==> src/inc/rdr_pkg.sv <==
// Constants and types shared by the rotate and digit rotate unit
// Behaviour
// - Word or byte rotate left, one or two
// - Word or byte rotate right, one or two
// - Count bit: zero one step, one two
// - Rotate left: top bit to bit0 and carry
// - Left through carry: top to carry, carry to bit0
// - Rotate right: bit0 to top and carry
// - Right through carry: bit0 to carry, carry top
// - Left rotate carry equals last top bit out
// - Right rotate carry equals last bit0 out
// - Zero flag set when final destination zero
// - Sign flag equals final destination top bit
// - Bit rotates: overflow when the last step changed the sign bit
// - Digit rotates treat bytes as nibble pairs
// - Left digit: dl to sl, sl to sh, sh to dl
// - Right digit: dl to sh, sh to sl, sl to dl
// - Digit rotates keep destination high nibble
package rdr_pkg;
  localparam int WORD_W = 16;
  localparam int BYTE_W = 8;
  localparam int WORD_MSB = 15;
  localparam int BYTE_MSB = 7;
  localparam int NIB_LO_TOP = 3;
  localparam int NIB_HI_BOT = 4;
  localparam int OP_W = 3;
  localparam logic [OP_W-1:0] OP_WORD_ROTATE_LEFT = 3'h0;
  localparam logic [OP_W-1:0] OP_WORD_ROTATE_RIGHT = 3'h1;
  localparam logic [OP_W-1:0] OP_ROTATE_LEFT_THROUGH_CARRY = 3'h2;
  localparam logic [OP_W-1:0] OP_ROTATE_RIGHT_THROUGH_CARRY = 3'h3;
  localparam logic [OP_W-1:0] OP_BCD_DIGIT_ROTATE_LEFT = 3'h4;
  localparam logic [OP_W-1:0] OP_BCD_DIGIT_ROTATE_RIGHT = 3'h5;
  localparam logic [WORD_W-1:0] DST_RESET = 16'h0000;
  localparam logic [BYTE_W-1:0] SRC_RESET = 8'h00;

  typedef enum logic [2:0] {
    RDR_IDLE = 3'h1,
    RDR_RUN = 3'h2,
    RDR_HOLD = 3'h4
  } rdr_fsm_t;
endpackage

==> src/design/rdr_unit.sv <==
// Rotate and BCD digit rotate datapath with flag update
`timescale 1ns/100ps
module rdr_unit #(
  parameter int WORD_W = rdr_pkg::WORD_W
) (
  // Clock and reset
  input wire logic clock,
  input wire logic resetn,
  // Request from decoder
  input wire logic req_valid,
  input wire logic [rdr_pkg::OP_W-1:0] req_op,
  input wire logic req_byte,
  input wire logic req_twice,
  input wire logic [rdr_pkg::WORD_W-1:0] req_dst,
  input wire logic [rdr_pkg::BYTE_W-1:0] req_src,
  // Flags in
  input wire logic req_carry,
  input wire logic req_zero,
  input wire logic req_sign,
  input wire logic req_ovf,
  input wire logic req_dec,
  input wire logic req_half,
  // Status
  output logic busy,
  // Result to register file
  output logic res_valid,
  output logic [rdr_pkg::WORD_W-1:0] res_dst,
  output logic [rdr_pkg::BYTE_W-1:0] res_src,
  // Flags out
  output logic res_carry,
  output logic res_zero,
  output logic res_sign,
  output logic res_ovf,
  output logic res_dec,
  output logic res_half
);
  // The byte and nibble split below is wired for this one operand shape
  if (WORD_W != rdr_pkg::WORD_W) begin : g_bad_width
    $error("rdr_unit supports only a 16-bit word");
  end
  if (rdr_pkg::BYTE_W != rdr_pkg::BYTE_MSB + 1) begin : g_bad_byte
    $error("rdr_unit byte width and byte top bit disagree");
  end
  if (rdr_pkg::WORD_W != rdr_pkg::WORD_MSB + 1) begin : g_bad_word
    $error("rdr_unit word width and word top bit disagree");
  end
  if (rdr_pkg::NIB_HI_BOT != rdr_pkg::NIB_LO_TOP + 1) begin : g_bad_nibble
    $error("rdr_unit nibbles must be adjacent");
  end

  typedef struct packed {
    rdr_pkg::rdr_fsm_t fsm;
    logic [rdr_pkg::OP_W-1:0] op;
    logic byte_m;
    logic second;
    logic [rdr_pkg::WORD_W-1:0] val;
    logic [rdr_pkg::BYTE_W-1:0] src;
    logic c;
    logic z;
    logic s;
    logic v;
    logic d;
    logic h;
    logic busy;
    logic valid;
  } rdr_state_t;

  // Reset image of the whole state
  localparam rdr_state_t ST_RESET = '{
    fsm: rdr_pkg::RDR_IDLE,
    op: rdr_pkg::OP_WORD_ROTATE_LEFT,
    byte_m: 1'b0,
    second: 1'b0,
    val: rdr_pkg::DST_RESET,
    src: rdr_pkg::SRC_RESET,
    c: 1'b0,
    z: 1'b0,
    s: 1'b0,
    v: 1'b0,
    d: 1'b0,
    h: 1'b0,
    busy: 1'b0,
    valid: 1'b0
  };

  rdr_state_t st_q;
  rdr_state_t st_d;
  logic [rdr_pkg::WORD_W-1:0] step_val;
  logic step_c;
  logic step_v;
  logic req_bit_op;
  logic req_digit_op;
  logic legal;
  logic digit;
  logic [rdr_pkg::NIB_LO_TOP:0] dl;
  logic [rdr_pkg::NIB_LO_TOP:0] sl;
  logic [rdr_pkg::NIB_LO_TOP:0] sh;

  // One shared step; a two-position rotate iterates it
  rdr_step u_step (
    .op(st_q.op),
    .byte_mode(st_q.byte_m),
    .val(st_q.val),
    .carry(st_q.c),
    .val_n(step_val),
    .carry_n(step_c),
    .ovf_n(step_v)
  );

  // Codes past the last digit rotate are refused outright
  assign req_bit_op = (req_op == rdr_pkg::OP_WORD_ROTATE_LEFT) || (req_op == rdr_pkg::OP_WORD_ROTATE_RIGHT) ||
    (req_op == rdr_pkg::OP_ROTATE_LEFT_THROUGH_CARRY) || (req_op == rdr_pkg::OP_ROTATE_RIGHT_THROUGH_CARRY);
  assign req_digit_op = (req_op == rdr_pkg::OP_BCD_DIGIT_ROTATE_LEFT) ||
    (req_op == rdr_pkg::OP_BCD_DIGIT_ROTATE_RIGHT);
  assign legal = req_bit_op || req_digit_op;
  assign digit = (st_q.op == rdr_pkg::OP_BCD_DIGIT_ROTATE_LEFT) || (st_q.op == rdr_pkg::OP_BCD_DIGIT_ROTATE_RIGHT);
  assign dl = st_q.val[rdr_pkg::NIB_LO_TOP:0];
  assign sl = st_q.src[rdr_pkg::NIB_LO_TOP:0];
  assign sh = st_q.src[rdr_pkg::BYTE_MSB:rdr_pkg::NIB_HI_BOT];

  always_comb begin
    st_d = st_q;
    st_d.valid = 1'b0;
    unique case (st_q.fsm)
      rdr_pkg::RDR_IDLE: begin
        // Requests while busy are never looked at
        if (req_valid && legal) begin
          st_d.fsm = rdr_pkg::RDR_RUN;
          st_d.busy = 1'b1;
          st_d.op = req_op;
          // Digit rotates are byte operations whatever the decoder says
          st_d.byte_m = req_byte || req_digit_op;
          st_d.second = req_twice;
          st_d.val = req_dst;
          st_d.src = req_src;
          st_d.c = req_carry;
          st_d.z = req_zero;
          st_d.s = req_sign;
          st_d.v = req_ovf;
          st_d.d = req_dec;
          st_d.h = req_half;
        end
      end
      rdr_pkg::RDR_RUN: begin
        if (digit) begin
          // Distinct registers assumed; one register for both is undefined
          if (st_q.op == rdr_pkg::OP_BCD_DIGIT_ROTATE_LEFT) begin
            st_d.src = {sl, dl};
            st_d.val[rdr_pkg::NIB_LO_TOP:0] = sh;
          end else begin
            st_d.src = {dl, sh};
            st_d.val[rdr_pkg::NIB_LO_TOP:0] = sl;
          end
          st_d.fsm = rdr_pkg::RDR_HOLD;
        end else begin
          st_d.val = step_val;
          st_d.c = step_c;
          st_d.v = step_v;
          if (st_q.second) begin
            st_d.second = 1'b0;
          end else begin
            st_d.fsm = rdr_pkg::RDR_HOLD;
          end
        end
      end
      rdr_pkg::RDR_HOLD: begin
        // Flags from the final destination only
        st_d.z = st_q.byte_m ? (st_q.val[rdr_pkg::BYTE_MSB:0] == 8'h00) : (st_q.val == 16'h0000);
        st_d.s = st_q.byte_m ? st_q.val[rdr_pkg::BYTE_MSB] : st_q.val[rdr_pkg::WORD_MSB];
        st_d.valid = 1'b1;
        st_d.busy = 1'b0;
        st_d.fsm = rdr_pkg::RDR_IDLE;
      end
      default: begin
        st_d.fsm = rdr_pkg::RDR_IDLE;
        st_d.busy = 1'b0;
      end
    endcase
  end

  always_ff @(posedge clock or negedge resetn) begin
    if (!resetn) begin
      st_q <= ST_RESET;
    end else begin
      st_q <= st_d;
    end
  end

  assign busy = st_q.busy;
  assign res_valid = st_q.valid;
  assign res_dst = st_q.val;
  assign res_src = st_q.src;
  // Carry and overflow of a digit rotate are the inputs passed back
  assign res_carry = st_q.c;
  assign res_zero = st_q.z;
  assign res_sign = st_q.s;
  assign res_ovf = st_q.v;
  assign res_dec = st_q.d;
  assign res_half = st_q.h;
endmodule

==> src/design/rdr_step.sv <==
// One single-position bit rotate step for word or byte operands
`timescale 1ns/100ps
module rdr_step (
  // Operation select
  input wire logic [rdr_pkg::OP_W-1:0] op,
  input wire logic byte_mode,
  // Operand in
  input wire logic [rdr_pkg::WORD_W-1:0] val,
  input wire logic carry,
  // Operand out
  output logic [rdr_pkg::WORD_W-1:0] val_n,
  output logic carry_n,
  output logic ovf_n
);
  logic top_old;
  logic top_new;

  always_comb begin
    val_n = val;
    carry_n = carry;
    top_old = byte_mode ? val[rdr_pkg::BYTE_MSB] : val[rdr_pkg::WORD_MSB];
    unique case (op)
      rdr_pkg::OP_WORD_ROTATE_LEFT, rdr_pkg::OP_ROTATE_LEFT_THROUGH_CARRY: begin
        // Left: operand bits move up (low byte only in byte mode), bit0 fed from top or old carry
        carry_n = top_old;
        if (byte_mode) begin
          val_n[rdr_pkg::BYTE_MSB:1] = val[rdr_pkg::BYTE_MSB-1:0];
        end else begin
          val_n[rdr_pkg::WORD_MSB:1] = val[rdr_pkg::WORD_MSB-1:0];
        end
        val_n[0] = (op == rdr_pkg::OP_WORD_ROTATE_LEFT) ? top_old : carry;
      end
      rdr_pkg::OP_WORD_ROTATE_RIGHT, rdr_pkg::OP_ROTATE_RIGHT_THROUGH_CARRY: begin
        carry_n = val[0];
        if (byte_mode) begin
          val_n[rdr_pkg::BYTE_MSB-1:0] = val[rdr_pkg::BYTE_MSB:1];
          val_n[rdr_pkg::BYTE_MSB] = (op == rdr_pkg::OP_WORD_ROTATE_RIGHT) ? val[0] : carry;
        end else begin
          val_n[rdr_pkg::WORD_MSB-1:0] = val[rdr_pkg::WORD_MSB:1];
          val_n[rdr_pkg::WORD_MSB] = (op == rdr_pkg::OP_WORD_ROTATE_RIGHT) ? val[0] : carry;
        end
      end
      default: begin
        val_n = val;
      end
    endcase
    top_new = byte_mode ? val_n[rdr_pkg::BYTE_MSB] : val_n[rdr_pkg::WORD_MSB];
    ovf_n = top_old ^ top_new;
  end
endmodule

==> config.mk <==
export PLATFORM = sky130hd
export DESIGN_NAME = rdr_unit
export DESIGN_NICKNAME = d
export VERILOG_FILES = /design/src/inc/rdr_pkg.sv /design/src/design/rdr_unit.sv /design/src/design/rdr_step.sv
export SDC_FILE = /design/constraint.sdc
export NUM_CORES = 1
export LEC_CHECK = 0
export ABC_AREA = 1
export ABC_CLOCK_PERIOD_IN_PS = 2500
export BUFFER_PORTS_ARGS = -buffer_cell sky130_fd_sc_hd__buf_4
export CAP_MARGIN = 20
export CORE_MARGIN = 2
export CORE_UTILIZATION = 35
export CTS_BUF_LIST = sky130_fd_sc_hd__clkbuf_2 sky130_fd_sc_hd__clkbuf_4 sky130_fd_sc_hd__clkbuf_8
export DETAILED_ROUTE_END_ITERATION = 7
export PLACE_DENSITY = 0.59
export SETUP_SLACK_MARGIN = 0.05
export SYNTH_ARGS = -nofsm -noshare
export SYNTH_HDL_FRONTEND = slang
export SYNTH_SLANG_ARGS = --single-unit
export TNS_END_PERCENT = 30
==> constraint.sdc <==
create_clock -name clock -period 2.5 [get_ports clock]
set_clock_uncertainty 0.15 [all_clocks]
set_input_delay 0.25 -clock clock [delete_from_list [all_inputs] [get_ports clock]]
set_output_delay 0.25 -clock clock [all_outputs]
set_load 0.05 [all_outputs]
==> reports/qor.log <==
[sta] number of failing setup endpoints in the final timing report 0
[synth] top area cells in the synthesized netlist sky130_fd_sc_hd__dfrtp_1 (39%), sky130_fd_sc_hd__nand2_1 (10%), sky130_fd_sc_hd__buf_4 (7.7%)
[worst_setup_path] data required time of the critical path 2.57 ns
[sta] top achievable clock speed 508 MHz
[cts] CTS tree done
[cts] Clock Latency Late Sink 0.30 ns
[worst_setup_path] worst path cell trace nand3_1 > nand2_2 > nand2_4 > nor2_4 > o21a_1 > mux2i_1
[cts] Max H-tree Level 2
[synth] Seq/Total Area, Yosys 39.7%
[cells_and_area] proportion of layout cells with a drive suffix above 1 25.1%
[routing] DRC violation count after routing 0
[global_route] global-route wire length before repair 10,700 um
[die] Cell Rows 30
[synth] most numerous cell in the Yosys netlist sky130_fd_sc_hd__nand2_1
[cts] number of resized instances in the post-cts repair step 0
[power] Static Leak 0.00146 uW
[routing] number of vias per cell 4.93
[synth] most instantiated flip-flop cell in the synthesis netlist sky130_fd_sc_hd__dfrtp_1
[sta] Final Hold Fails 0
[place] Port Buffers 69
[cts] worst-case clock buffer depth 2
[die] IO Count 70
[worst_setup_path] top fanout value on the critical path 9
[worst_setup_path] Slowest-stage cell, CP sky130_fd_sc_hd__dfstp_2
[cts] TritonCTS Buffers 5
[worst_setup_path] class of the most critical setup path register to register
[routing] routed via count 2,342
[worst_setup_path] Buf+Inv Stages, Crit Path 0
[hold_path] worst min-delay path category primary input to register
[power] VDD IR-drop max 0.606 mV
[cts] number of sinks driven by the clock tree 40
[global_route] initial antenna violation count 0
[global_route] vias in the first global route 2,236
[synth] post-synthesis async set-or-reset flop share 100%
[routing] overall routed net length 6580 um
[cells_and_area] Post-layout nets 416
[global_route] total routing resource utilization after global routing 17.6%
[routing] first-pass iteration count of the detailed router 4
[die] Std-Cell Core Area 0.00687 mm2
[sta] min setup slack post-route 0.532 ns
[sta] worst slew slack as a fraction of its limit 61.4%
[cts] post-CTS setup repair buffer count 0
[synth] Yosys reg bits 40
[synth] most numerous cell types in the synthesized netlist sky130_fd_sc_hd__nand2_1 (68), sky130_fd_sc_hd__dfrtp_1 (39), sky130_fd_sc_hd__inv_1 (37)
[cts] clock transition at the registers of the reported paths 0.08 ns
[power] power per cell area 1430 mW/mm2
[outcome] status finished clean
[routing] Initial DRC Count 126
[synth] number of warnings reported in the yosys synthesis log 0
[sta] Total Negative Setup Slacks 0 ns
[flow_run] number of max-capacitance violations reported 0
[global_route] maximum number of pins on one net before global-route repair 41
[worst_setup_path] Crit path largest cell delay 0.57 ns
[cts] clk root buf sky130_fd_sc_hd__clkbuf_8
[synth] share of Yosys cell area claimed by the top area cell type 38.7%
[synth] synthesized cell area 0.00252 mm2
[sta] slew at the pin closest to its max-slew limit 0.579 ns
[worst_setup_path] arrival time of data at the critical path endpoint 2.04 ns
[synth] syn nets 367
[routing] Detail Route met3 WL 305 um
[routing] detailed-routed wire length on met2 3140 um
[global_route] GRT overflow 0
[routing] routed length on met1 3020 um
[place] half-perimeter wire length of the detailed placement result 4870 um
[worst_setup_path] cell family with most CP delay flip-flops
[routing] Post-DRT Antenna Nets 0
[power] Power, Total 4420 uW
[worst_setup_path] Worst setup EP type register
[die] die height 88.9 um
[die] Die Outline Area 0.00791 mm2
[cells_and_area] antenna fix cells 0
[sta] period utilisation layout 78.7%
[cts] cts hold-fix bufs 4
[die] Die X-Extent 88.9 um
[routing] Highest Signal Layer met4
[sta] time the worst path needs with I/O delays and setup 1.97 ns
[routing] average detailed-routed wire length per instance 13.8 um
[synth] library cell occupying the most area in the post-synthesis netlist sky130_fd_sc_hd__dfrtp_1
[synth] number of library cell types mapped by synthesis 34
[die] initial cell density of the core 36.7%
[sta] Final Slew Violations 0
[cells_and_area] Layout area overhead 22.5%
[place] global placement routability congestion 0.829
[synth] number of flops mapped to enable cells by yosys 0
[synth] post-synthesis instance total 329
[worst_setup_path] kind of start point of the critical path register
[place] post-place setup slack 0.534 ns
[synth] synthesized area per cell 7.67 um2
[sta] RSZ-0062 raised after global routing no
==> cell usage in the layout, fill, tap and decap left out, drive strengths merged <==
master / Yosys / routed
a21oi: 8 / 8
a22o: 3 / 3
a22oi: 11 / 11
a31oi: 5 / 5
a41oi: 1 / 1
buf: 33 / 73
clkbuf: 2 / 6
clkinv: 1 / 3
dfrtp: 39 / 39
dfstp: 1 / 1
dlygate4sd3: 0 / 4
inv: 38 / 38
mux2i: 5 / 5
nand2: 72 / 72
nand3: 15 / 15
nand4: 5 / 5
nor2: 25 / 25
nor3: 3 / 3
nor4: 1 / 1
o211ai: 7 / 7
o21a: 6 / 6
o21ai: 36 / 36
o22ai: 11 / 11
or2: 1 / 1
==> metal layers <==
metal,GRT usage [%],up-vias
met4,6.06,0
met2,28.4,51
met1,23.7,1100
li1,-,1183
met3,3.42,8
met5,0,-
==> worst reg2reg max path, stage by stage (launching register included) <==
cell	delay (ns)
sky130_fd_sc_hd__dfstp_2	0.57
sky130_fd_sc_hd__nand3_1	0.12
sky130_fd_sc_hd__nand2_2	0.12
sky130_fd_sc_hd__nand2_4	0.09
sky130_fd_sc_hd__nor2_4	0.19
sky130_fd_sc_hd__o21a_1	0.42
sky130_fd_sc_hd__mux2i_1	0.24
==> flip-flops by register name (all words and copies together), names as in the netlist <==
name and flops:
res_dst 16, res_src 8, st_q 8, busy 1, res_carry 1, res_dec 1
res_half 1, res_ovf 1, res_sign 1, res_valid 1, res_zero 1
==> logic make-up (layout without fill, tap and decap cells) <==
kind of cell,Yosys count,count (layout),synth area share (%)
multiplexers,5,5,1.98
AND/OR/NAND/NOR,122,122,21.4
buffers and inverters,74,124,15.5
AO/OA/AOI/OAI,88,88,21.4
flip-flops,40,40,39.7
==> per-stage QoR <==
stage               instances  hold WS (ns)  util (%)  instance area (um2)
floorplan                 329        -0.196         -                 2520
global route              475        0.0220      45.0                 3090
CTS                       475       0.00481      45.0                 3090
finish                    475        0.0200      45.0                 3090
detailed placement        463         0.124      43.1                 2960
global placement          463         0.119      43.1                 2960
==> area by class of cell <==
class | instances | area, um2
fillers | 714 | 3780
repair buffers | 77 | 601
well taps | 96 | 120
flip-flops and latches | 40 | 1000
inverters | 39 | 146
multi-input cells | 215 | 1130
clock inverters | 2 | 10.0
clock buffers | 6 | 82.6
==> path summary, 6_finish.rpt <==
| kind | startpoint | end | slack, ns | cells after the start |
|---|---|---|---|---|
| worst max-delay path | st_q[37]$_DFFE_PN1P_ | res_dst[10]$_DFFE_PN0P_ | 0.53 | 6 |
| worst max register to register | st_q[37]$_DFFE_PN1P_ | res_dst[10]$_DFFE_PN0P_ | 0.53 | 6 |
| worst min-delay path | req_op[1] | st_q[35]$_DFFE_PN0P_ | 0.02 | 3 |
| max in group asynchronous | resetn | st_q[37]$_DFFE_PN1P_ | 1.51 | 2 |
| min in group asynchronous | resetn | st_q[34]$_DFFE_PN0P_ | 0.32 | 2 |
| worst min register to register | st_q[38]$_DFFE_PN0P_ | res_valid$_DFF_PN0_ | 0.33 | 1 |
==> where the power goes <==
| part | switching [uW] | internal [uW] | leakage [uW] |
|---|---|---|---|
| Combinational | 1870 | 853 | 0.000902 |
| Sequential | 291 | 938 | 0.000504 |
| Clock | 240 | 221 | 0.0000510 |
Power figures use the tool's default switching activity.
